### config.mk
export PLATFORM = sky130hd
export DESIGN_NAME = led_driver_config_fault_regs
export DESIGN_NICKNAME = d
export VERILOG_FILES = /design/src/verilog/led_cfg_pkg.sv /design/src/verilog/led_driver_config_fault_regs.sv /design/src/verilog/serial_target.sv
export SDC_FILE = /design/constraint.sdc
export NUM_CORES = 1
export LEC_CHECK = 0
export CORE_ASPECT_RATIO = 0.6
export CORE_MARGIN = 5
export CORE_UTILIZATION = 40
export CTS_CLUSTER_SIZE = 10
export DETAILED_ROUTE_END_ITERATION = 16
export DONT_BUFFER_PORTS = 1
export GPL_TIMING_DRIVEN = 0
export SETUP_SLACK_MARGIN = 0.3
export SLEW_MARGIN = 20
export SYNTH_ARGS = -nofsm -noshare
export SYNTH_HDL_FRONTEND = slang
export SYNTH_SLANG_ARGS = --single-unit
### constraint.sdc
create_clock -name clk_sys -period 1.8 [get_ports clk_sys]
set_input_delay 0.36 -clock clk_sys [delete_from_list [all_inputs] [get_ports clk_sys]]
set_output_delay 0.36 -clock clk_sys [all_outputs]
set_load 0.02 [all_outputs]
### src/verilog/led_cfg_pkg.sv
/*
 * Constants for the backlight driver configuration and fault register set:
 * serial address, register offsets, field positions and reset values.
 * Assumes a single system clock; no timing constants are needed here.
 */
package led_cfg_pkg;
	localparam logic [6:0] DEV_ADDR       = 7'h38;
	localparam logic [7:0] OFS_CTRL       = 8'h01;
	localparam logic [7:0] OFS_PROT       = 8'h02;
	localparam logic [7:0] OFS_IDENT      = 8'h03;
	localparam logic [7:0] READ_UNMAPPED  = 8'h00;
	// Arbitrary neutral value
	localparam logic [7:0] IDENT_DEFAULT  = 8'h5A;

	localparam int         NUM_SINKS      = 6;
	localparam int         FLAG_COUNT     = 6;
	localparam int         BIT_PHASE      = 7;
	localparam int         THR_LSB        = 5;
	localparam int         RATE_LSB       = 3;
	localparam int         CHAN_LSB       = 0;
	localparam int         BIT_STR_SHORT  = 7;
	localparam int         BIT_SAT_TIME   = 6;
	localparam logic [2:0] CHAN_CODE_MAX  = 3'h5;

	// Control reset: phase 0, threshold 01, rate 01, channels 000
	localparam logic [7:0] CTRL_RESET     = 8'h28;
	localparam logic [1:0] PROT_RESET     = 2'h0;
	localparam logic [5:0] FLAGS_RESET    = 6'h00;
	localparam int         BYTE_BITS      = 8;
endpackage

### src/verilog/led_driver_config_fault_regs.sv
/*
 * Configuration, protection control, sticky fault flags and identity register
 * of a six-string backlight boost driver, reached over the serial target.
 * Assumes fault events and pin-strap sense inputs are asynchronous levels.
 */
`timescale 1ns/100ps
module led_driver_config_fault_regs #(
	parameter logic [7:0] IDENT_VALUE = led_cfg_pkg::IDENT_DEFAULT
) (
	input  wire logic                                  clk_sys,
	input  wire logic                                  srst,
	input  wire logic                                  scl_in,
	input  wire logic                                  sda_in,
	output      logic                                  sda_out,
	output      logic                                  sda_oe_n,
	input  wire logic [led_cfg_pkg::FLAG_COUNT-1:0]    fault_event,
	input  wire logic                                  osc_pin_floating,
	input  wire logic                                  sync_clock_present,
	input  wire logic                                  threshold_pin_floating,
	output      logic                                  phase_offset_enable,
	output      logic [1:0]                            short_threshold_select,
	output      logic [1:0]                            switch_rate_select,
	output      logic [2:0]                            active_channel_count,
	output      logic [led_cfg_pkg::NUM_SINKS-1:0]     sink_enable,
	output      logic                                  channel_code_reserved,
	output      logic                                  all_string_short_protect_enable,
	output      logic                                  saturation_time_select,
	output      logic                                  rate_from_register,
	output      logic                                  rate_from_sync,
	output      logic                                  threshold_from_register
);
	import led_cfg_pkg::*;

	logic [7:0]            reg_addr, wr_data, rd_data;
	logic                  wr_strobe, rd_strobe;
	logic [7:0]            ctrl_q;
	logic [1:0]            prot_q;
	logic [FLAG_COUNT-1:0] flag_q, flag_d, event_s, read_clear;
	logic [FLAG_COUNT-1:0] event_m_q, event_q;
	logic [2:0]            pin_m_q, pin_q;
	logic [NUM_SINKS-1:0]  sink_d;

	serial_target u_target (
		.clk_sys   (clk_sys),
		.srst      (srst),
		.scl_in    (scl_in),
		.sda_in    (sda_in),
		.sda_out   (sda_out),
		.sda_oe_n  (sda_oe_n),
		.reg_addr  (reg_addr),
		.wr_strobe (wr_strobe),
		.wr_data   (wr_data),
		.rd_strobe (rd_strobe),
		.rd_data   (rd_data)
	);

	////////////////////////////////////////////////////////////////
	// Writable registers
	always_ff @(posedge clk_sys) begin
		if (srst) begin
			ctrl_q <= CTRL_RESET;
		end else if (wr_strobe && reg_addr == OFS_CTRL) begin
			ctrl_q <= wr_data;
		end
	end

	always_ff @(posedge clk_sys) begin
		if (srst) begin
			prot_q <= PROT_RESET;
		// flag bits of the write dropped
		end else if (wr_strobe && reg_addr == OFS_PROT) begin
			prot_q <= {wr_data[BIT_STR_SHORT], wr_data[BIT_SAT_TIME]};
		end
	end

	////////////////////////////////////////////////////////////////
	// Read mux
	always_comb begin
		case (reg_addr)
			OFS_CTRL:  rd_data = ctrl_q;
			OFS_PROT:  rd_data = {prot_q, flag_q};
			OFS_IDENT: rd_data = IDENT_VALUE;
			default:   rd_data = READ_UNMAPPED;
		endcase
	end

	////////////////////////////////////////////////////////////////
	// Sticky fault flags
	always_ff @(posedge clk_sys) begin
		event_m_q <= fault_event;
		event_q   <= event_m_q;
		pin_m_q   <= {osc_pin_floating, sync_clock_present, threshold_pin_floating};
		pin_q     <= pin_m_q;
	end

	assign event_s = event_q;

	// Clear the flags held in the strobe cycle, one cycle after the read byte was loaded, so a flag set in that cycle is cleared unseen
	assign read_clear = (rd_strobe && reg_addr == OFS_PROT) ? flag_q : FLAGS_RESET;

	genvar gi;
	generate
		for (gi = 0; gi < FLAG_COUNT; gi++) begin : g_flag
			assign flag_d[gi] = event_s[gi] | (flag_q[gi] & ~read_clear[gi]);
		end
		for (gi = 0; gi < NUM_SINKS; gi++) begin : g_sink
			assign sink_d[gi] = (ctrl_q[CHAN_LSB +: 3] <= CHAN_CODE_MAX)
				&& ((gi + int'(ctrl_q[CHAN_LSB +: 3])) < NUM_SINKS);
		end
	endgenerate

	always_ff @(posedge clk_sys) begin
		if (srst)
			flag_q <= FLAGS_RESET;
		else
			flag_q <= flag_d;
	end

	////////////////////////////////////////////////////////////////
	// Registered control outputs
	always_ff @(posedge clk_sys) begin
		if (srst) begin
			phase_offset_enable             <= CTRL_RESET[BIT_PHASE];
			short_threshold_select          <= CTRL_RESET[THR_LSB +: 2];
			switch_rate_select              <= CTRL_RESET[RATE_LSB +: 2];
			active_channel_count            <= CTRL_RESET[CHAN_LSB +: 3];
			sink_enable                     <= '0;
			channel_code_reserved           <= 1'b0;
			all_string_short_protect_enable <= PROT_RESET[1];
			saturation_time_select          <= PROT_RESET[0];
			rate_from_register              <= 1'b0;
			rate_from_sync                  <= 1'b0;
			threshold_from_register         <= 1'b0;
		end else begin
			phase_offset_enable             <= ctrl_q[BIT_PHASE];
			short_threshold_select          <= ctrl_q[THR_LSB +: 2];
			switch_rate_select              <= ctrl_q[RATE_LSB +: 2];
			active_channel_count            <= ctrl_q[CHAN_LSB +: 3];
			// reserved codes turn all sinks off
			sink_enable                     <= sink_d;
			channel_code_reserved           <= ctrl_q[CHAN_LSB +: 3] > CHAN_CODE_MAX;
			all_string_short_protect_enable <= prot_q[1];
			saturation_time_select          <= prot_q[0];
			rate_from_sync                  <= pin_q[1];
			rate_from_register              <= pin_q[2] & ~pin_q[1];
			threshold_from_register         <= pin_q[0];
		end
	end
endmodule // led_driver_config_fault_regs

### src/verilog/serial_target.sv
/*
 * Byte-level serial target: start/stop detection, address match, register
 * pointer with auto-increment, write strobe and read load strobe.
 * Assumes scl/sda are asynchronous pins; sda is open drain (three signals).
 */
`timescale 1ns/100ps
module serial_target (
	input  wire logic                         clk_sys,
	input  wire logic                         srst,
	input  wire logic                         scl_in,
	input  wire logic                         sda_in,
	output      logic                         sda_out,
	output      logic                         sda_oe_n,
	output      logic [7:0]                   reg_addr,
	output      logic                         wr_strobe,
	output      logic [7:0]                   wr_data,
	output      logic                         rd_strobe,
	input  wire logic [7:0]                   rd_data
);
	import led_cfg_pkg::*;

	typedef enum logic [3:0] {
		ST_IDLE, ST_ADDR, ST_ADDR_ACK, ST_REG, ST_REG_ACK,
		ST_WDATA, ST_WDATA_ACK, ST_RDATA, ST_RACK
	} tgt_state_e;

	tgt_state_e state_q;
	logic [1:0] scl_m_q, sda_m_q;
	logic       scl_q, sda_q, scl_p_q, sda_p_q;
	logic [7:0] shift_q, tx_q;
	logic [3:0] cnt_q;
	logic       dir_read_q, master_ack_q, drive_low_q;
	logic       rise, fall, start_c, stop_c;

	////////////////////////////////////////////////////////////////
	// Pin synchronisers and edge detection
	always_ff @(posedge clk_sys) begin
		scl_m_q <= {scl_m_q[0], scl_in};
		sda_m_q <= {sda_m_q[0], sda_in};
		scl_q   <= scl_m_q[1];
		sda_q   <= sda_m_q[1];
		scl_p_q <= scl_q;
		sda_p_q <= sda_q;
	end

	assign rise    = scl_q & ~scl_p_q;
	assign fall    = ~scl_q & scl_p_q;
	assign start_c = scl_q & scl_p_q & sda_p_q & ~sda_q;
	assign stop_c  = scl_q & scl_p_q & ~sda_p_q & sda_q;

	assign sda_out  = 1'b0;
	assign sda_oe_n = ~drive_low_q;

	////////////////////////////////////////////////////////////////
	// Byte sequencer
	always_ff @(posedge clk_sys) begin
		wr_strobe <= 1'b0;
		rd_strobe <= 1'b0;
		if (srst) begin
			state_q      <= ST_IDLE;
			shift_q      <= 8'h00;
			tx_q         <= 8'h00;
			cnt_q        <= 4'h0;
			dir_read_q   <= 1'b0;
			master_ack_q <= 1'b0;
			drive_low_q  <= 1'b0;
			reg_addr     <= 8'h00;
			wr_data      <= 8'h00;
		end else if (start_c) begin
			state_q     <= ST_ADDR;
			cnt_q       <= 4'h0;
			drive_low_q <= 1'b0;
		end else if (stop_c) begin
			state_q     <= ST_IDLE;
			drive_low_q <= 1'b0;
		end else begin
			if (rise) begin
				if (state_q == ST_ADDR || state_q == ST_REG || state_q == ST_WDATA) begin
					shift_q <= {shift_q[6:0], sda_q};
					cnt_q   <= cnt_q + 4'h1;
				end
				if (state_q == ST_RACK)
					master_ack_q <= ~sda_q;
			end
			if (fall) begin
				case (state_q)
					ST_ADDR: if (cnt_q == 4'(BYTE_BITS)) begin
						cnt_q <= 4'h0;
						if (shift_q[7:1] == DEV_ADDR) begin
							dir_read_q  <= shift_q[0];
							drive_low_q <= 1'b1;
							state_q     <= ST_ADDR_ACK;
						end else begin
							state_q <= ST_IDLE;
						end
					end
					ST_REG: if (cnt_q == 4'(BYTE_BITS)) begin
						cnt_q       <= 4'h0;
						reg_addr    <= shift_q;
						drive_low_q <= 1'b1;
						state_q     <= ST_REG_ACK;
					end
					ST_WDATA: if (cnt_q == 4'(BYTE_BITS)) begin
						cnt_q       <= 4'h0;
						wr_data     <= shift_q;
						wr_strobe   <= 1'b1;
						drive_low_q <= 1'b1;
						state_q     <= ST_WDATA_ACK;
					end
					ST_ADDR_ACK, ST_RACK: begin
						if (state_q == ST_ADDR_ACK && !dir_read_q) begin
							drive_low_q <= 1'b0;
							state_q     <= ST_REG;
						end else if (state_q == ST_RACK && !master_ack_q) begin
							drive_low_q <= 1'b0;
							state_q     <= ST_IDLE;
						end else begin
							tx_q        <= rd_data;
							rd_strobe   <= 1'b1;
							drive_low_q <= ~rd_data[7];
							cnt_q       <= 4'h1;
							state_q     <= ST_RDATA;
						end
					end
					ST_REG_ACK: begin
						drive_low_q <= 1'b0;
						state_q     <= ST_WDATA;
					end
					ST_WDATA_ACK: begin
						drive_low_q <= 1'b0;
						reg_addr    <= reg_addr + 8'h01;
						state_q     <= ST_WDATA;
					end
					ST_RDATA: begin
						if (cnt_q == 4'(BYTE_BITS)) begin
							drive_low_q <= 1'b0;
							reg_addr    <= reg_addr + 8'h01;
							state_q     <= ST_RACK;
						end else begin
							tx_q        <= {tx_q[6:0], 1'b0};
							drive_low_q <= ~tx_q[6];
							cnt_q       <= cnt_q + 4'h1;
						end
					end
					default: state_q <= state_q;
				endcase
			end
		end
	end
endmodule // serial_target
# Word-level counts from Yosys, hierarchy flattened
# Index checks and enable logic that the tools add are counted.
word_totals:
  in_bits: 13
  elab_cells: 191
  out_inout_bits: 22
  register_bits: 106
classes:
  n_eq_ne: 26
  mux: 37
  reduce_logical: 38
  magnitude_cmp: 8
  addsub: 7
  bitwise_logic: 39
ops:
  columns: ["operator", "count"]
  rows:
  - ["$mux W4", 12]
  - ["$pmux W8 S3", 2]
  - ["$pmux W4 S6", 1]
  - ["$reduce_and A6 Y1", 4]
  - ["$mux W7", 3]
  - ["$lt A4 B3 Y1 const B", 5]
  - ["$not A1 Y1", 19]
  - ["$eq A4 B3 Y1 const B", 4]
  - ["$eq A8 B2 Y1 const B", 2]
  - ["$mux W8", 2]
  - ["$and A1 B1 Y1", 14]
  - ["$ne A2 B2 Y1 const B", 7]
  - ["$pmux W7 S2", 1]
  - ["$ne A4 B2 Y1 const B", 3]
  - ["$pmux W4 S3", 1]
  - ["$logic_and A1 B1 Y1", 11]
  - ["$mux W1", 11]
  - ["$reduce_and A5 Y1", 2]
  - ["$add A2 B3 Y4 const A", 2]
  - ["$add A3 B3 Y4 const A", 2]
  - ["$add A8 B1 Y8 const B", 1]
  - ["$eq A4 B2 Y1 const B", 2]
  - ["$eq A4 B4 Y1 const B", 2]
  - ["$eq A8 B1 Y1 const B", 1]
  - ["27 further kinds", 41]

# Depth between registers and ports, before layout
logic_depth:
  ltp_word: 9
  ltp_mapped: 9
  depth_no_buf: 7

# By module
# A second synthesis with hierarchy kept.
hier_totals:
  cells_unflattened: 483
  area_unflattened_um2: 4408.0
modules_own_cells:
  columns: ["module", "area_per_inst_um2", "instances", "cells_each"]
  rows:
  - ["serial_target", 2628.8, 1, 311]
  - ["led_driver_config_fault_regs", 1779.2, 1, 172]

# Worst setup path after synthesis
# No wires, ideal clock.
synth_path:
  path_type: "reg-to-reg"
  from: "register u_target.cnt_q[0]"
  to: "register u_target.tx_q[0]"
  t_required_ps: 1672
  arrival_ps: 1772
  path_stages_with_launch: 10
  setup_slack_ps: -100
  setup_ps: 128
  path_buffers: 2
  path_cell_list: "dfxtp_1 > inv_1 > ha_1 > and3b_1 > buf_6 > or3_1 > buf_6 > a21oi_4 > mux2i_1 > nor2_1"
synth_via:
  elab_chain_cells: 3
synth_lines:
  columns: ["element", "line", "rtl"]
  rows:
  - ["start, declared", "serial_target.sv:31", "logic [3:0] cnt_q;"]
  - ["start signal, assigned", "serial_target.sv:80", "cnt_q <= cnt_q + 4'h1;"]
  - ["start signal, assigned", "serial_target.sv:142", "cnt_q <= cnt_q + 4'h1;"]
  - ["$eq A4 B4 Y1", "serial_target.sv:135", "if (cnt_q == 4'(BYTE_BITS)) begin"]
  - ["$ne A2 B2 Y1 (no line)", null, null]
  - ["$reduce_and A7 Y1 (no line)", null, null]
  - ["end signal, assigned", "serial_target.sv:118", "tx_q <= rd_data;"]
  - ["end signal, assigned", "serial_target.sv:140", "tx_q <= {tx_q[6:0], 1'b0};"]
  - ["end, declared", "serial_target.sv:30", "logic [7:0] shift_q, tx_q;"]
# No other way between the ends.
# A chain may end at the register's enable or synchronous reset.

# Worst setup path after layout
layout_path:
  from: "register u_target.cnt_q[0]"
  to: "register u_target.tx_q[4]"
# Same word-level chain as after synthesis.

==> results.md <==
- Final Max Slew Viols: 0
- Critical path class: flop to flop
- Final hold vios: 0
- Final wirelength: 11470 microns
- DRT Pass-1 Iters: 5
- Final net count: 504
- Worst setup EP type: flop
- Worst-Skew Late Latency: 350 ps
- Die Width: 142.8 microns
- Ys Warns: 0
- Die height: 89.66 microns
- Mux contribution to synthesized area: 6.389%
- Clock sink count: 106
- Gate count of the mapped netlist: 449
- Final HPWL DP: 7663 microns
- First-pass GRT wire length: 17510 microns
- Antenna viol nets, final: 0
- Max Freq: 522.3 MHz
- Synth area leaders: dfxtp_1 (50%), mux2i_1 (6.4%), nor2_1 (5.7%)
- Minimum clock period: 1914 ps
- WL met3: 681 microns
- CP Max Fanout: 8
- 1st-iter DRT viols: 263
- DP Worst Slack: -434.6 ps
- Initial antenna violation count: 0
- Initial Util: 40.48%
- Slew headroom: 49.52%
- Post-synthesis cell area: 4230 sq um
- Number of synthesized flops with an enable pin: 0
- Pwr Density: 854.6 nW/um^2
- Area Growth Syn to Fin: 25.76%
- Most common cell in the synthesized netlist: dfxtp_1
- Unique cell type count in the Yosys netlist: 58
- Startpoint types: flop
- Via count: 3486
- Number of global-route vias before repair: 3182
- Die area: 12800 sq um
- Residual DRC count: 0
- Post-Synth Simple-Gate Area: 19.88%
- Post-synthesis compound-gate area fraction: 16.74%
- Adder-Cell Fraction of Synth Area: 2.366%
- Layout fillers: 934
- Share of the synthesized area in the top cell type: 50.16%
- Root Buffer: clkbuf_16
- Routed len/inst: 18.29 microns
- GR Util All Layers: 17.82%
- Asr flop ratio synth: 0%
- #FFs+latches synth: 106
- Global route total overflow: 0
- Rows: 29
- Final worst slack: -114.5 ps
- Crit path arrival time: 2130 ps
- Final setup violation count: 11
- Skew final: 7.074 ps
- GPL Wtd Cong: 0.8803
- Main combinational cell family by area after synthesis: simple AND/OR/NAND/NOR gates
- WL met2: 4865 microns
- CTS H-tree depth: 3
- Maxcap violations: 0
- Setup TNS Final: -827.1 ps
- Worst hold path type: input port to flop
- Failing checks: setup timing
- Total CTS buffers: 9
- Layout cell share with drive strength beyond 1: 25.00%
- Max Used Layer: met4
- Ant diodes: 0
- Metal-1 WL: 5804 microns
- Vias per Instance: 5.560
- Clock buffer depth: 2
- Syn_nets: 470
- Worst path required time: 2010 ps
- Leak: 2.068 nW
- Synth area leader: dfxtp_1
- Post-synthesis average cell area: 9.422 sq um
- Commonest cells in the netlist: dfxtp_1 (106), nor2_1 (64), mux2i_1 (27)
- Primary FF master, synth: dfxtp_1
- Status: complete, but fails checks
- CTS clk-pin slew, worst paths: 80 ps
- PnR Total Power: 4.546 mW
- I/O pin count: 35
- CTS tree: built
- RSZ-0062 raised after global routing: true
- Peak supply drop: 0.5292 mV
- Xor/xnor cell area share of the yosys netlist: 0.2070%
- Cts hold-fix bufs: 0
- Core ar.: 10450 sq um
- Tcrit/Tclk final: 106.4%
- Pin count of the biggest net entering global routing: 21
- Slew at the pin closest to its max-slew limit: 757.2 ps
- Final Util: 50.91%
- Buffers on Ports: 0
- Sequential area share after synthesis: 50.16%
==> through the flow <==
step | area (sq um) | std cells | hold WS [ps]
after detailed placement | 4437 | 588 | 312.1
after global routing | 5320 | 627 | 10.38
final | 5320 | 627 | 28.82
after global placement | 4437 | 588 | 310.3
after floorplan | 4263 | 449 | 309.6
after CTS | 5120 | 624 | 18.69
==> sequential cells by signal, summed over array words and instances (netlist names), 7 cells and up <==
name	count
ctrl_q	8
u_target.reg_addr	8
u_target.shift_q	8
u_target.tx_q	7
u_target.wr_data	8
==> placed cells by master, fill, tap and decap left out, drive strengths merged, types with 5 or more instances in the layout <==
| cell | n |
|---|---|
| nor3 | 17 |
| nor2b | 12 |
| and3 | 5 |
| a21oi | 27 |
| clkbuf | 21 |
| o21ai | 18 |
| a31oi | 5 |
| ha | 8 |
| nor2 | 64 |
| buf | 35 |
| nand2 | 23 |
| mux2i | 27 |
| nand2b | 8 |
| o311a | 6 |
| dfxtp | 106 |
| inv | 16 |
| nand3 | 14 |
| nor3b | 5 |
| a211oi | 6 |
| and3b | 5 |
==> worst max-delay path, cell delays in order (launching register included) <==
cell	delay, ps
dfxtp_4	370
inv_4	40
ha_4	140
and3b_1	160
buf_6	120
or3_4	370
buf_8	150
o21ai_0	170
o311a_1	230
nor3_2	40
==> timing repair <==
item | 4_1_cts | 5_1_grt
gates resized for setup | 66 | 44
pin swaps | 19 | 18
setup endpoints to repair | 59 | 57
gates cloned | 1 | 0
buffers inserted | 19 | 3
==> routing by layer <==
| layer | vias up | track usage, % |
|---|---|---|
| met4 | 0 | 5.004 |
| met5 | - | 0 |
| li1 | 1676 | - |
| met3 | 13 | 4.550 |
| met2 | 115 | 24.83 |
| met1 | 1682 | 26.99 |
==> area by class of cell <==
| type | instances | area (sq um) | area share [%] |
|---|---|---|---|
| Timing Repair Buffer | 22 | 206.4 | 3.881 |
| Sequential cell | 106 | 2142 | 40.26 |
| Clock buffer | 9 | 225.2 | 4.233 |
| Inverter | 12 | 47.55 | 0.8937 |
| Buffer | 25 | 186.4 | 3.504 |
| Tap cell | 139 | 173.9 | 3.269 |
| Multi-Input combinational cell | 307 | 2270 | 42.66 |
| Clock inverter | 7 | 68.82 | 1.294 |
==> kinds of logic (layout without fill, tap and decap cells) <==
group | after synthesis | count (layout)
other cells | 1 | 1
fa+ha+maj | 8 | 8
mux | 27 | 27
simple gates | 170 | 171
compound gates | 99 | 99
xor+xnor | 1 | 1
buf+inv | 37 | 75
flops | 106 | 106
==> path summary, 6_finish.rpt <==
kind	from	to	slack [ps]	cells after the start
setup / recovery	u_target.cnt_q[0]	u_target.tx_q[4]	-110	9
hold / removal	threshold_pin_floating	pin_m_q[0]	30	0
setup reg to reg	u_target.cnt_q[0]	u_target.tx_q[4]	-110	9
hold reg to reg	pin_m_q[1]	pin_q[1]	330	0
==> power breakdown <==
group	internal, mW	leakage, nW	switching [mW]	total (mW)
clock network	0.979	0.143	0.971	1.95
logic	0.0559	1.05	0.107	0.163
registers	2.39	0.874	0.0421	2.43
total	3.43	2.07	1.12	4.55
(Power assumes the default switching activity.)
